**src/rtl/gms_pkg.sv**
```systemverilog
package gms_pkg;
  localparam int CLK_KHZ = 25000;
  localparam int SEQ_MS = 1760;
  localparam int SLOTS = 4;
  localparam int SEQ_CYC = SEQ_MS * CLK_KHZ;
  localparam int SLOT_CYC = SEQ_CYC / SLOTS;
  localparam int PRE_US = 13700;
  localparam int PRE_CYC = (PRE_US * CLK_KHZ + 999) / 1000;
  localparam int SLEEP_MS = 1500;
  localparam int SLEEP_CYC = SLEEP_MS * CLK_KHZ;
  localparam int TMR_W = 24;
  localparam int LOW_W = 26;
  localparam int CAL_W = 10;
  localparam logic [CAL_W-1:0] CAL_IDX = 10'h3ff;
  localparam logic [15:0] SAT_MAX = 16'h7fff;
  localparam logic [15:0] SAT_MIN = 16'h8000;
  localparam logic [15:0] OFF_RST = 16'h0000;
  localparam logic [31:0] ACC_RST = 32'h0000_0000;
  localparam logic [1:0] SLOT_V0 = 2'h0;
  localparam logic [1:0] SLOT_A0 = 2'h1;
  localparam logic [1:0] SLOT_V1 = 2'h2;
  localparam logic [1:0] SLOT_A1 = 2'h3;
  localparam int SHADOW_DEPTH = 32;
  localparam int SHADOW_AW = 5;
  localparam logic [4:0] SCALE_ADDR = 5'h1f;
  localparam logic [7:0] BYTE_RST = 8'h00;

  typedef enum logic [1:0] {CH_VOLT, CH_AUX0, CH_AUX1, CH_TEMP} gms_chan_e;
  typedef enum logic {GMS_ACTIVE, GMS_SLEEP} gms_mode_e;

  typedef struct packed {
    logic start;
    logic cal;
    gms_chan_e chan;
  } gms_conv_req_s;

  typedef struct packed {
    logic signed [15:0] voltage;
    logic signed [15:0] current;
    logic signed [15:0] aux0;
    logic signed [15:0] aux1;
    logic signed [15:0] temperature;
  } gms_meas_s;

  function automatic logic [15:0] sat_sub(input logic [15:0] raw, input logic [15:0] off);
    logic [16:0] d;
    d = {raw[15], raw} - {off[15], off};
    if (d[16] != d[15]) begin
      sat_sub = d[16] ? SAT_MIN : SAT_MAX;
    end else begin
      sat_sub = d[15:0];
    end
  endfunction
endpackage

```
**src/rtl/gms_sequencer.sv**
```systemverilog
// Contract
// [RULE1] Two modes; measure only while Active
// [RULE2] Host access works in both modes
// [RULE3] Either bus line high wakes device
// [RULE4] Sleep needs allow bit and bus low
// [RULE5] Bus-low delay between 1.5 and 2.2 s
// [RULE6] Host keeps bus active unless wanting sleep
// [RULE7] Slot sequence repeats back to back
// [RULE8] Divider reference on before aux conversion
// [RULE9] Internal temperature uses second aux slot, reference off
// [RULE10] Voltage-type sequence lasts 1760 ms
// [RULE11] Aux inputs alternate, each once per cycle
// [RULE12] Cell voltage refreshed every 880 ms
// [RULE13] Cell voltage twelve-bit magnitude, two bytes
// [RULE14] Voltage saturates at 7fff
// [RULE15] Every 1024th conversion measures offset
// [RULE16] Offset applied to following 1023 conversions; code leaves on-chip temperature results uncorrected
// [RULE17] Voltage result held during calibration
// [RULE18] Missing sample flagged for capacity logic
// [RULE19] Signed current over plus/minus 51.2 mV
// [RULE20] Current accumulated into charge total
// [RULE21] Current result refreshed every 880 ms
// [RULE22] Aux results eleven-bit, two bytes
// [RULE23] Temperature in eighth-degree steps, two bytes
// [RULE24] Shadow RAM holds profile and scale
`timescale 1ns/1ps
module gms_sequencer #(
  parameter int SLOT_CYC = gms_pkg::SLOT_CYC,
  parameter int PRE_CYC = gms_pkg::PRE_CYC,
  parameter int SLEEP_CYC = gms_pkg::SLEEP_CYC
) (
  input wire logic mclk, // 25 MHz clock
  input wire logic sys_rst, // Async reset
  input wire logic scl_in, // Bus clock pin level
  input wire logic sda_in, // Bus data pin level
  input wire logic sleep_allow, // Sleep enable setting
  input wire logic temp_internal, // Use on-chip sensor in second aux slot
  output gms_pkg::gms_conv_req_s conv_req, // Voltage converter request
  input wire logic conv_done, // Voltage conversion finished
  input wire logic [15:0] conv_data, // Raw voltage-type result
  output logic cur_start, // Current conversion start
  output logic cur_cal, // Current conversion is offset cal
  input wire logic cur_done, // Current conversion finished
  input wire logic [15:0] cur_data, // Raw signed current result
  output logic active, // Device in Active mode
  output logic divider_reference_output, // Divider reference enable
  output gms_pkg::gms_meas_s meas, // Measurement results
  output logic [31:0] charge_acc, // Running charge total
  output logic v_update, // Voltage result refreshed
  output logic v_cal_gap, // Voltage sample skipped for cal
  input wire logic shadow_wr, // Shadow write strobe
  input wire logic [4:0] shadow_addr, // Shadow byte address
  input wire logic [7:0] shadow_wdata, // Shadow write data
  output logic [7:0] shadow_rdata, // Shadow read data
  output logic [7:0] scale_factor // Capacity scale byte
);
  localparam logic [23:0] SLOT_LAST = 24'(SLOT_CYC - 1);
  localparam logic [23:0] PRE_AT = 24'(PRE_CYC);
  localparam logic [25:0] LOW_LAST = 26'(SLEEP_CYC - 1);

  logic scl_m_r, scl_s_r, sda_m_r, sda_s_r;
  gms_pkg::gms_mode_e mode_r, mode_nxt;
  logic [25:0] low_r, low_nxt;
  logic [1:0] slot_r, slot_nxt;
  logic [23:0] tmr_r, tmr_nxt;
  logic busy_r, busy_nxt, seen_r, seen_nxt, ref_r, ref_nxt;
  gms_pkg::gms_conv_req_s req_r, req_nxt, pend_r, pend_nxt;
  logic cbusy_r, cbusy_nxt, ccal_r, ccal_nxt, cst_r, cst_nxt;
  logic [9:0] vcnt_r, vcnt_nxt, ccnt_r, ccnt_nxt;
  logic [15:0] voff_r, voff_nxt, coff_r, coff_nxt;
  gms_pkg::gms_meas_s meas_r, meas_nxt;
  logic [31:0] acc_r, acc_nxt;
  logic vup_r, vup_nxt, gap_r, gap_nxt;
  logic [7:0] shadow_mem [gms_pkg::SHADOW_DEPTH];
  logic [7:0] rd_r, scale_r;
  logic aux_slot, bus_high;

  always_ff @(posedge mclk or posedge sys_rst) begin
    if (sys_rst) begin
      scl_m_r <= 1'b0;
      scl_s_r <= 1'b0;
      sda_m_r <= 1'b0;
      sda_s_r <= 1'b0;
    end else begin
      scl_m_r <= scl_in;
      scl_s_r <= scl_m_r;
      sda_m_r <= sda_in;
      sda_s_r <= sda_m_r;
    end
  end

  assign bus_high = scl_s_r | sda_s_r;
  // Reference only for real aux inputs, never for the on-chip sensor
  assign aux_slot = (slot_r == gms_pkg::SLOT_A0) ||
                    (slot_r == gms_pkg::SLOT_A1 && !temp_internal); // RULE9

  always_comb begin
    mode_nxt = mode_r;
    low_nxt = '0;
    unique case (mode_r)
      gms_pkg::GMS_SLEEP: begin
        if (bus_high) begin
          mode_nxt = gms_pkg::GMS_ACTIVE; // RULE3
        end
      end
      gms_pkg::GMS_ACTIVE: begin
        if (sleep_allow && !bus_high) begin
          low_nxt = low_r + 26'h1;
          if (low_r == LOW_LAST) begin
            mode_nxt = gms_pkg::GMS_SLEEP; // RULE4 RULE5
            low_nxt = '0;
          end
        end
      end
    endcase
  end

  always_comb begin
    slot_nxt = slot_r;
    tmr_nxt = tmr_r + 24'h1;
    busy_nxt = busy_r;
    seen_nxt = seen_r;
    req_nxt = '{start: 1'b0, cal: pend_r.cal, chan: pend_r.chan};
    pend_nxt = pend_r;
    cbusy_nxt = cbusy_r;
    ccal_nxt = ccal_r;
    cst_nxt = 1'b0;
    vcnt_nxt = vcnt_r;
    ccnt_nxt = ccnt_r;
    voff_nxt = voff_r;
    coff_nxt = coff_r;
    meas_nxt = meas_r;
    acc_nxt = acc_r;
    vup_nxt = 1'b0;
    gap_nxt = 1'b0;
    ref_nxt = 1'b0;
    if (mode_r == gms_pkg::GMS_SLEEP) begin
      slot_nxt = gms_pkg::SLOT_V0; // RULE1
      tmr_nxt = '0;
      busy_nxt = 1'b0;
      seen_nxt = 1'b0;
      cbusy_nxt = 1'b0;
    end else begin
      if (tmr_r == SLOT_LAST) begin
        tmr_nxt = '0;
        slot_nxt = slot_r + 2'h1; // RULE7 RULE10 RULE11
        seen_nxt = 1'b0;
      end
      // Reference rises at slot start, conversion waits one settle time
      ref_nxt = aux_slot && !seen_r && tmr_r != SLOT_LAST; // RULE8
      if (tmr_r == PRE_AT && !busy_r) begin
        req_nxt.start = 1'b1;
        req_nxt.cal = (vcnt_r == gms_pkg::CAL_IDX); // RULE15
        unique case (slot_r)
          gms_pkg::SLOT_A0: req_nxt.chan = gms_pkg::CH_AUX0;
          gms_pkg::SLOT_A1: req_nxt.chan = temp_internal ? gms_pkg::CH_TEMP
                                                         : gms_pkg::CH_AUX1; // RULE9
          default: req_nxt.chan = gms_pkg::CH_VOLT; // RULE12
        endcase
        pend_nxt = req_nxt;
        busy_nxt = 1'b1;
        vcnt_nxt = vcnt_r + 10'h1;
      end
      if (conv_done && busy_r) begin
        busy_nxt = 1'b0;
        seen_nxt = 1'b1;
        if (pend_r.cal) begin
          voff_nxt = conv_data; // RULE16
          gap_nxt = (pend_r.chan == gms_pkg::CH_VOLT); // RULE17 RULE18
        end else begin
          unique case (pend_r.chan)
            gms_pkg::CH_VOLT: begin
              meas_nxt.voltage = gms_pkg::sat_sub(conv_data, voff_r); // RULE13 RULE14
              vup_nxt = 1'b1;
            end
            gms_pkg::CH_AUX0: meas_nxt.aux0 = gms_pkg::sat_sub(conv_data, voff_r); // RULE22
            gms_pkg::CH_AUX1: meas_nxt.aux1 = gms_pkg::sat_sub(conv_data, voff_r); // RULE22
            gms_pkg::CH_TEMP: meas_nxt.temperature = conv_data; // RULE23
          endcase
        end
      end
      // Current converter runs alongside, one start per pair of slots
      if (tmr_r == '0 && !slot_r[0] && !cbusy_r) begin
        cst_nxt = 1'b1; // RULE21
        ccal_nxt = (ccnt_r == gms_pkg::CAL_IDX); // RULE15
        ccnt_nxt = ccnt_r + 10'h1;
        cbusy_nxt = 1'b1;
      end
      if (cur_done && cbusy_r) begin
        cbusy_nxt = 1'b0;
        if (ccal_r) begin
          coff_nxt = cur_data; // RULE16
        end else begin
          meas_nxt.current = gms_pkg::sat_sub(cur_data, coff_r); // RULE19
          acc_nxt = acc_r + {{16{meas_nxt.current[15]}}, meas_nxt.current}; // RULE20
        end
      end
    end
  end

  always_ff @(posedge mclk or posedge sys_rst) begin
    if (sys_rst) begin
      mode_r <= gms_pkg::GMS_ACTIVE;
      low_r <= '0;
      slot_r <= gms_pkg::SLOT_V0;
      tmr_r <= '0;
      busy_r <= 1'b0;
      seen_r <= 1'b0;
      ref_r <= 1'b0;
      req_r <= '0;
      pend_r <= '0;
      cbusy_r <= 1'b0;
      ccal_r <= 1'b0;
      cst_r <= 1'b0;
      vcnt_r <= '0;
      ccnt_r <= '0;
      voff_r <= gms_pkg::OFF_RST;
      coff_r <= gms_pkg::OFF_RST;
      meas_r <= '0;
      acc_r <= gms_pkg::ACC_RST;
      vup_r <= 1'b0;
      gap_r <= 1'b0;
    end else begin
      mode_r <= mode_nxt;
      low_r <= low_nxt;
      slot_r <= slot_nxt;
      tmr_r <= tmr_nxt;
      busy_r <= busy_nxt;
      seen_r <= seen_nxt;
      ref_r <= ref_nxt;
      req_r <= req_nxt;
      pend_r <= pend_nxt;
      cbusy_r <= cbusy_nxt;
      ccal_r <= ccal_nxt;
      cst_r <= cst_nxt;
      vcnt_r <= vcnt_nxt;
      ccnt_r <= ccnt_nxt;
      voff_r <= voff_nxt;
      coff_r <= coff_nxt;
      meas_r <= meas_nxt;
      acc_r <= acc_nxt;
      vup_r <= vup_nxt;
      gap_r <= gap_nxt;
    end
  end

  // Shadow copy is reachable regardless of power mode
  always_ff @(posedge mclk) begin
    if (shadow_wr) begin
      shadow_mem[shadow_addr] <= shadow_wdata; // RULE2 RULE24
    end
  end

  always_ff @(posedge mclk or posedge sys_rst) begin
    if (sys_rst) begin
      rd_r <= gms_pkg::BYTE_RST;
      scale_r <= gms_pkg::BYTE_RST;
    end else begin
      rd_r <= shadow_mem[shadow_addr]; // RULE2
      scale_r <= shadow_mem[gms_pkg::SCALE_ADDR]; // RULE24
    end
  end

  assign conv_req = req_r;
  assign cur_start = cst_r;
  assign cur_cal = ccal_r;
  assign active = (mode_r == gms_pkg::GMS_ACTIVE);
  assign divider_reference_output = ref_r;
  assign meas = meas_r;
  assign charge_acc = acc_r;
  assign v_update = vup_r;
  assign v_cal_gap = gap_r;
  assign shadow_rdata = rd_r;
  assign scale_factor = scale_r;

  logic [23:0] ref_cnt_r;
  always_ff @(posedge mclk or posedge sys_rst) begin
    if (sys_rst) begin
      ref_cnt_r <= '0;
    end else begin
      ref_cnt_r <= ref_r ? ref_cnt_r + 24'h1 : '0;
    end
  end

  a_wake_on_bus: assert property (@(posedge mclk) disable iff (sys_rst) // RULE3
    (mode_r == gms_pkg::GMS_SLEEP && bus_high) |=> active)
    else $error("no wake on bus high");
  a_sleep_needs_allow: assert property (@(posedge mclk) disable iff (sys_rst) // RULE4
    $fell(active) |-> $past(sleep_allow) && !$past(bus_high))
    else $error("sleep without allow or with bus high");
  a_sleep_delay_len: assert property (@(posedge mclk) disable iff (sys_rst) // RULE5
    $fell(active) |-> $past(low_r) == LOW_LAST)
    else $error("sleep delay wrong");
  a_no_meas_sleep: assert property (@(posedge mclk) disable iff (sys_rst) // RULE1
    !active |=> !conv_req.start && !cur_start && !divider_reference_output)
    else $error("activity while asleep");
  a_slot_wraps: assert property (@(posedge mclk) disable iff (sys_rst) // RULE7
    (active && tmr_r == SLOT_LAST && slot_r == gms_pkg::SLOT_A1 &&
     mode_nxt == gms_pkg::GMS_ACTIVE) |=> slot_r == gms_pkg::SLOT_V0 && tmr_r == '0)
    else $error("sequence did not restart");
  a_ref_settled: assert property (@(posedge mclk) disable iff (sys_rst) // RULE8
    (conv_req.start && (conv_req.chan == gms_pkg::CH_AUX0 || conv_req.chan == gms_pkg::CH_AUX1))
    |-> ref_r && ref_cnt_r >= PRE_AT - 24'h1)
    else $error("reference not settled");
  a_temp_ref_off: assert property (@(posedge mclk) disable iff (sys_rst) // RULE9
    (slot_r == gms_pkg::SLOT_A1 && $stable(temp_internal) && temp_internal) |=> !ref_r)
    else $error("reference on for temperature");
  a_cal_period: assert property (@(posedge mclk) disable iff (sys_rst) // RULE15
    conv_req.start |-> conv_req.cal == ($past(vcnt_r) == gms_pkg::CAL_IDX))
    else $error("cal not every 1024th");
  // Cal may fall in any slot; the gap flag marks only a skipped voltage slot
  a_cal_holds_v: assert property (@(posedge mclk) disable iff (sys_rst) // RULE17 RULE18
    (conv_done && busy_r && pend_r.cal && active) |=> $stable(meas.voltage) ##0 !v_update
    ##0 (v_cal_gap == ($past(pend_r.chan) == gms_pkg::CH_VOLT)))
    else $error("voltage changed during cal");
  a_acc_adds: assert property (@(posedge mclk) disable iff (sys_rst) // RULE20
    (cur_done && cbusy_r && !ccal_r && active) |=>
    charge_acc == $past(acc_r) + {{16{meas.current[15]}}, meas.current})
    else $error("charge not accumulated");

  c_sleep_entry: cover property (@(posedge mclk) disable iff (sys_rst) $fell(active));
  c_cal_conv: cover property (@(posedge mclk) disable iff (sys_rst) conv_req.start && conv_req.cal);
  c_aux_ref: cover property (@(posedge mclk) disable iff (sys_rst)
    conv_req.start && conv_req.chan == gms_pkg::CH_AUX1 && ref_r);
endmodule

```
**config.mk**
```make
export PLATFORM = sky130hd
export DESIGN_NAME = gms_sequencer
export DESIGN_NICKNAME = d
export VERILOG_FILES = /design/src/rtl/gms_pkg.sv /design/src/rtl/gms_sequencer.sv
export SDC_FILE = /design/constraint.sdc
export NUM_CORES = 1
export LEC_CHECK = 0
export BUFFER_PORTS_ARGS = -buffer_cell sky130_fd_sc_hd__buf_2
export CORE_AREA = 2 2 199 201
export CTS_CLUSTER_SIZE = 16
export DETAILED_ROUTE_END_ITERATION = 7
export DIE_AREA = 0 0 201 203
export PLACE_DENSITY_LB_ADDON = 0.1
export SLEW_MARGIN = 20
export SYNTH_ARGS = -nofsm -noshare
export SYNTH_HDL_FRONTEND = slang
export SYNTH_SLANG_ARGS = --single-unit
```
**constraint.sdc**
```tcl
create_clock -name mclk -period 11.2 [get_ports mclk]
set_clock_uncertainty 0.15 [all_clocks]
set_input_delay 2.8 -clock mclk [delete_from_list [all_inputs] [get_ports mclk]]
set_output_delay 2.8 -clock mclk [all_outputs]
set_load 0.01 [all_outputs]
```
======== After elaboration in Yosys (flattened, before gate mapping) ========
Memory sizes are Yosys's and may differ from the RTL's. A register that Yosys moved wholly into a read port is not among the register bits.
Cells that the tools add are included.
word-level totals
  register bits after elaboration ......... 236
  memory bits (writable) .................. 256
  input bits .............................. 54
  logic and storage cells ................. 131
  memories kept ........................... 1
cells by class
  add/sub/neg operators ................... 8
  eq/ne operators ......................... 13
  mux-type cells .......................... 43
  bitwise operators ....................... 4
  reductions and logical operators ........ 31
memory list
  name        words  bits a word  read ports  clocked after memory_dff  wr ports  RTL line             text
  shadow_mem  32     8            2           2                         1         gms_sequencer.sv:74  logic [7:0] shadow_mem [gms_pkg::SHADOW_DEPTH];
operators by type and width
  operator                                                count
  2-to-1 mux 16 bit                                       7
  2-to-1 mux 26 bit                                       3
  2-to-1 mux 24 bit                                       2
  subtractor 16 x 16 -> 17 bit                            2
  adder 32 bit                                            1
  adder 26 x 1 -> 26 bit (second input constant)          1
  equality test 26 bit (second input constant)            1
  2-to-1 mux 1 bit                                        25
  adder 24 x 1 -> 24 bit (second input constant)          1
  equality test 24 x 19 -> 1 bit (second input constant)  1
  equality test 24 bit (second input constant)            1
  logical NOT 24 bit                                      1
  != test 24 bit (second input constant)                  1
  adder 10 x 1 -> 10 bit (second input constant)          2
  equality test 10 bit (second input constant)            2
  AND reduction 4 bit                                     4
  logical AND 1 bit                                       9
  AND reduction 3 bit                                     3
  nonzero test 3 bit                                      3
  2-to-1 mux 4 bit                                        2
  equality test 2 bit (second input constant)             3
  logical NOT 1 bit                                       6
  equality test 2 x 1 -> 1 bit (second input constant)    2
  2-to-1 mux 2 bit                                        2
  10 further kinds                                        14

======== Logic depth before layout (Yosys ltp) ========
  word-level depth ........................ 7
  depth in mapped cells ................... 23
  depth with buffers taken out ............ 22

======== Least setup slack after synthesis ========
Ideal clock, no wire load.
  kind .................................... input port to flip-flop
  start ................................... in cur_data[0]
  end ..................................... reg acc_r[24], in the netlist charge_acc[24]
  library setup time ...................... 0.130 ns
  arrival time ............................ 7.392 ns
  data required time ...................... 10.920 ns
  slack ................................... 3.529 ns
  cell stages on the path ................. 23
  cells stage by stage .................... inv_1 > ha_1 > fa_1 > nor2b_1 > o31a_1 > o221ai_2 > a21oi_1 > nor2b_1 > o31ai_4 > or2_1 > buf_4 > o21ai_2 > ha_1 > fa_1 > a21o_1 > a221oi_2 > a2bb2oi_2 > a2111oi_1 > a2111oi_2 > o21ai_1 > a21oi_1 > xor2_1 > o21ai_1
between the ends
  cells in the longest elaborated chain, start to end .. 7
  elaborated cells on any way between the ends .. 8
RTL lines
  item                                                       RTL line                      text
  start: declaration                                         gms_sequencer.sv:44           input wire logic [15:0] cur_data,
  subtractor 16 x 16 -> 17 bit (*)                           gms_pkg.sv:47                 d = {raw[15], raw} - {off[15], off};
  2-to-1 mux 16 bit / != test 1 bit (equally long branches)  gms_pkg.sv:49, gms_pkg.sv:48
  2-to-1 mux 16 bit (*)                                      gms_pkg.sv:48                 if (d[16] != d[15]) begin
  2-to-1 mux 16 bit (*)                                      gms_sequencer.sv:191          if (ccal_r) begin
  2-to-1 mux 16 bit (*)                                      gms_sequencer.sv:189          if (cur_done && cbusy_r) begin
  2-to-1 mux 16 bit (*)                                      gms_sequencer.sv:137          if (mode_r == gms_pkg::GMS_SLEEP) begin
  adder 32 bit (*)                                           gms_sequencer.sv:195          acc_nxt = acc_r + {{16{meas_nxt.current[15]}}, meas_nxt.current};
  end signal: assignment                                     gms_sequencer.sv:220          acc_r <= gms_pkg::ACC_RST;
  end signal: assignment                                     gms_sequencer.sv:241          acc_r <= acc_nxt;
  end: declaration                                           gms_sequencer.sv:72           logic [31:0] acc_r, acc_nxt;
Every way passes the cells marked *; elsewhere a longest branch is shown, timed or not. The select of a mux whose other input is x is not followed.
A chain may end at the register's enable or synchronous reset.

======== Worst setup path after layout ========
  start ................................... in cur_data[0]
  end ..................................... reg acc_r[30], in the netlist charge_acc[30]
Same word-level chain as after synthesis.

==> metrics.md <==
| Metric | Value |
|---|---|
| Status | completed |
| Boundary pin count | 192 |
| Maximum resistive drop on vdd | 0.128 mV |
| Worst setup timing slack at the placement stage | 2.45 ns |
| Synthesis Warnings | 0 |
| Power share of the clock group | 39.0% |
| Post-synthesis cell area | 23000 um^2 |
| Overflow after GRT | 0 |
| Primary FF master, synth | sky130_fd_sc_hd__edfxtp_1 |
| Number of nets still failing antenna checks after routing | 0 |
| Final HPWL from detailed placement | 33200 um |
| Number of global-route vias before repair | 14200 |
| DRC violation count after routing | 0 |
| Post-synthesis net count | 1838 |
| Total number of H-tree levels | 2 |
| Syn Area/Cell | 13.4 um^2 |
| Share of the clock period used by the worst path | 73.0% |
| Overall die area | 40800 um^2 |
| Asr flop ratio synth | 49.6% |
| Final Instance Area | 26100 um^2 |
| RSZ-0062 raised after global routing | no |
| Number of cells on the worst hold path | 0 |
| Maximum number of pins on one net before global-route repair | 113 |
| Power per cell area | 169 nW/um^2 |
| Power consumption | 4.42 mW |
| Endpoint of the worst hold path | sda_s_r |
| Cell Area, Placed | 24400 um^2 |
| TritonCTS buffer count | 51 |
| Critical path class | in2reg |
| Arrival time reported for the critical path endpoint | 8.47 ns |
| Sink count of the clock tree | 508 |
| Switching portion of total power | 25.3% |
| Cell leakage power | 10.8 nW |
| Proportion of layout cells with a drive suffix above 1 | 24.0% |
| Worst Path Max Fanout | 23 |
| Switching power total | 1.12 mW |
| Number of buffers inserted by port buffering | 191 |
| Clock Latency Late Sink | 0.59 ns |
| Antenna diode count | 0 |
| Hold path start | sda_m_r |
| Overall fraction of global-route tracks in use | 24.5% |
| Overall via count from detail_route | 14400 |
| Internal Dissipation | 3.30 mW |
| Reg-to-Reg End | charge_acc[30] |
| Finish-stage setup viols | 0 |
| Maximum frequency from static timing analysis | 0.122 GHz |
| First-pass GRT wire length | 78300 um |
| Fillcell total | 2816 |
| Final Critical Period | 8.18 ns |
| Fraction of the yosys area taken by sequential cells | 61.0% |
| Count of routing violations after the opening detailed-route iteration | 1377 |
| Initial Util | 59.7% |
| Number of search-and-repair iterations in the first detailed-routing pass | 6 |
| Comb pwr share | 14.0% |
| Total Neg Setup Slack | 0 ns |
| Number of gates resized after cts | 0 |
| Net count reported at finish | 2034 |
| Clock Tree Root | sky130_fd_sc_hd__clkbuf_16 |
| Buffer count from post-CTS setup fixing | 0 |
| Number of antenna violations at the first check in global routing | 2 |
| Count of final hold-check violations | 0 |
| Ratio of routed vias to standard cells | 5.85 |
| Worst hold path type | reg2reg |
| RePlAce Congestion | 0.872 |
| Category of the worst setup path capture point | flop |
| Reg2reg start | coff_r[2] |
| Worst reg-to-reg setup slack | 4.99 ns |
| Relative slew margins | 25.4% |
| Die extent in x | 201 um |
| Worst path setup slack after routing | 3.02 ns |
| Finished Core Util | 67.9% |
| Routed WL | 49400 um |
| Wire length per cell after detailed routing | 20.0 um |
| Fraction of power consumed by sequential logic | 47.0% |
| Reported max-cap violation count | 0 |
| CP Launch Point | cur_data[0] |
| Distinct cell type count after synthesis | 82 |
| Placeable core region | 38500 um^2 |
| Maximum buffer depth of the clock tree | 3 |
| CTS tree | done |
| Standard-cell row count | 72 |
| Number of cell instances on the worst register-to-register path | 21 |
| Startpoint type of the worst setup path | input port |
| Flip-flop and latch count after synthesis | 508 |
| CTS Hold Buffers Added | 0 |
| Clock slew seen by the registers of the worst setup and hold paths | 0.06 ns |
| Worst-margin pin slew | 1.12 ns |
| Required time of the critical path | 11.49 ns |
| Number of slew-limit violations in the final report | 0 |
| Count of flip-flops with a built-in enable after synthesis | 256 |
| P&R area growth vs syn | 13.7% |
| Synthesized netlist cell count | 1710 |
| Die extent in y | 203 um |
-- metrics by stage --
step,hold slack [ns],instances
2_1_floorplan,0.181,1710
3_5_place_dp,0.185,2370
6_report,0.198,2466
4_1_cts,0.198,2465
5_1_grt,0.220,2466
3_3_place_gp,0.185,2370
-- worst max-delay path: stages --
cell and delay, ns:
sky130_fd_sc_hd__buf_2 0.10, sky130_fd_sc_hd__inv_1 0.06, sky130_fd_sc_hd__ha_1 0.18, sky130_fd_sc_hd__fa_1 0.21
sky130_fd_sc_hd__nor2b_1 0.07, sky130_fd_sc_hd__o31a_1 0.27, sky130_fd_sc_hd__o221ai_2 0.22, sky130_fd_sc_hd__a21oi_1 0.14
sky130_fd_sc_hd__nor2b_1 0.18, sky130_fd_sc_hd__o31ai_4 0.92, sky130_fd_sc_hd__or2_1 0.47, sky130_fd_sc_hd__o21ai_2 0.11
sky130_fd_sc_hd__ha_1 0.25, sky130_fd_sc_hd__fa_1 0.42, sky130_fd_sc_hd__a21o_1 0.20, sky130_fd_sc_hd__a221oi_2 0.37
sky130_fd_sc_hd__a2bb2oi_2 0.23, sky130_fd_sc_hd__a2111oi_1 0.11, sky130_fd_sc_hd__a2111oi_2 0.58, sky130_fd_sc_hd__nor2_1 0.15
sky130_fd_sc_hd__a21oi_1 0.20, sky130_fd_sc_hd__xor2_1 0.15, sky130_fd_sc_hd__o21ai_0 0.08
-- cells in the mapped netlist (11+ instances only) --
cell type | n | share of area (%)
sky130_fd_sc_hd__clkbuf_1 | 40 | 0.65
sky130_fd_sc_hd__xnor2_1 | 48 | 1.8
sky130_fd_sc_hd__nand3_1 | 31 | 0.68
sky130_fd_sc_hd__nor2b_1 | 15 | 0.41
sky130_fd_sc_hd__nand4_1 | 34 | 0.93
sky130_fd_sc_hd__mux4_2 | 64 | 6.3
sky130_fd_sc_hd__nor3_1 | 16 | 0.35
sky130_fd_sc_hd__nor2_1 | 139 | 2.3
sky130_fd_sc_hd__o21a_1 | 17 | 0.56
sky130_fd_sc_hd__a22oi_1 | 32 | 1.0
sky130_fd_sc_hd__dfrtp_1 | 252 | 27
sky130_fd_sc_hd__inv_1 | 65 | 1.1
sky130_fd_sc_hd__and3_1 | 18 | 0.49
sky130_fd_sc_hd__nand2_1 | 122 | 2.0
sky130_fd_sc_hd__edfxtp_1 | 256 | 33
sky130_fd_sc_hd__mux2_2 | 83 | 4.1
sky130_fd_sc_hd__o21ai_0 | 76 | 1.7
sky130_fd_sc_hd__a21o_1 | 22 | 0.72
sky130_fd_sc_hd__ha_1 | 71 | 3.9
sky130_fd_sc_hd__or3_1 | 11 | 0.30
sky130_fd_sc_hd__a21oi_1 | 71 | 1.5
sky130_fd_sc_hd__xor2_1 | 64 | 2.4
-- layout by cell type, fill, tap and decap left out, types with 31 or more instances in the layout --
master                      instances
sky130_fd_sc_hd__edfxtp_1         256
sky130_fd_sc_hd__a21oi_1           71
sky130_fd_sc_hd__xnor2_1           48
sky130_fd_sc_hd__ha_1              71
sky130_fd_sc_hd__nand2_1          122
sky130_fd_sc_hd__nand4_1           34
sky130_fd_sc_hd__xor2_1            64
sky130_fd_sc_hd__a22oi_1           32
sky130_fd_sc_hd__mux2_2            83
sky130_fd_sc_hd__inv_1             64
sky130_fd_sc_hd__o21ai_0           76
sky130_fd_sc_hd__mux4_2            64
sky130_fd_sc_hd__buf_2            190
sky130_fd_sc_hd__nor2_1           139
sky130_fd_sc_hd__clkbuf_16         52
sky130_fd_sc_hd__dfrtp_1          252
sky130_fd_sc_hd__nand3_1           31
-- logic make-up after synthesis --
| kind of cell | Yosys count | synth area share [%] |
|---|---|---|
| compound gates | 289 | 8.25 |
| fa+ha+maj | 75 | 4.17 |
| buf+inv | 123 | 2.14 |
| mux | 150 | 10.5 |
| flops | 508 | 61.0 |
| simple gates | 452 | 9.67 |
| xor+xnor | 113 | 4.34 |
-- per-layer routing --
layer,track usage [%],part of all wire [%],vias up
met2,40.1,48,430
li1,-,-,6712
met5,0,0.049,-
met3,4.30,5.8,82
met4,6.88,2.4,4
met1,34.3,44,7200
-- how the worst max path moves through the flow --
stage and end:
2_1_floorplan busy_r, 3_3_place_gp charge_acc[24], 3_5_place_dp charge_acc[30], 4_1_cts charge_acc[30], 5_1_grt charge_acc[26], 6_report charge_acc[30]
-- power by group through the flow --
| stage | combinational (mW) | sequential, mW | clock (mW) |
|---|---|---|---|
| 3_5_place_dp | 0.614 | 2.12 | 0 |
| 3_3_place_gp | 0.606 | 2.11 | 0 |
| 5_1_grt | 0.687 | 2.09 | 1.84 |
| 4_1_cts | 0.619 | 2.08 | 1.76 |
| 2_1_floorplan | 0.405 | 2.13 | 0 |
| 6_report | 0.618 | 2.08 | 1.72 |
-- area by class of cell --
type                    count  area [um^2]  area share (%)
repair buffers            200         1030            3.94
inverters                  66          255           0.978
well taps                 518          648            2.48
clock inverters            22          253           0.968
flip-flops and latches    508        14000            53.6
clock buffers              73         1450            5.55
multi-input cells        1079         8480            32.5
-- flip-flops by register name, summed over array words and instances, names as in the netlist, 2 cells and up --
register      cells
conv_req          4
scale_factor      8
pend_r            3
ccnt_r           10
meas             80
tmr_r            24
low_r            26
slot_r            2
coff_r           16
charge_acc       32
shadow_rdata      8
shadow_mem      256
vcnt_r           10
voff_r           16
No activity file was read; power rests on OpenSTA's default activity.
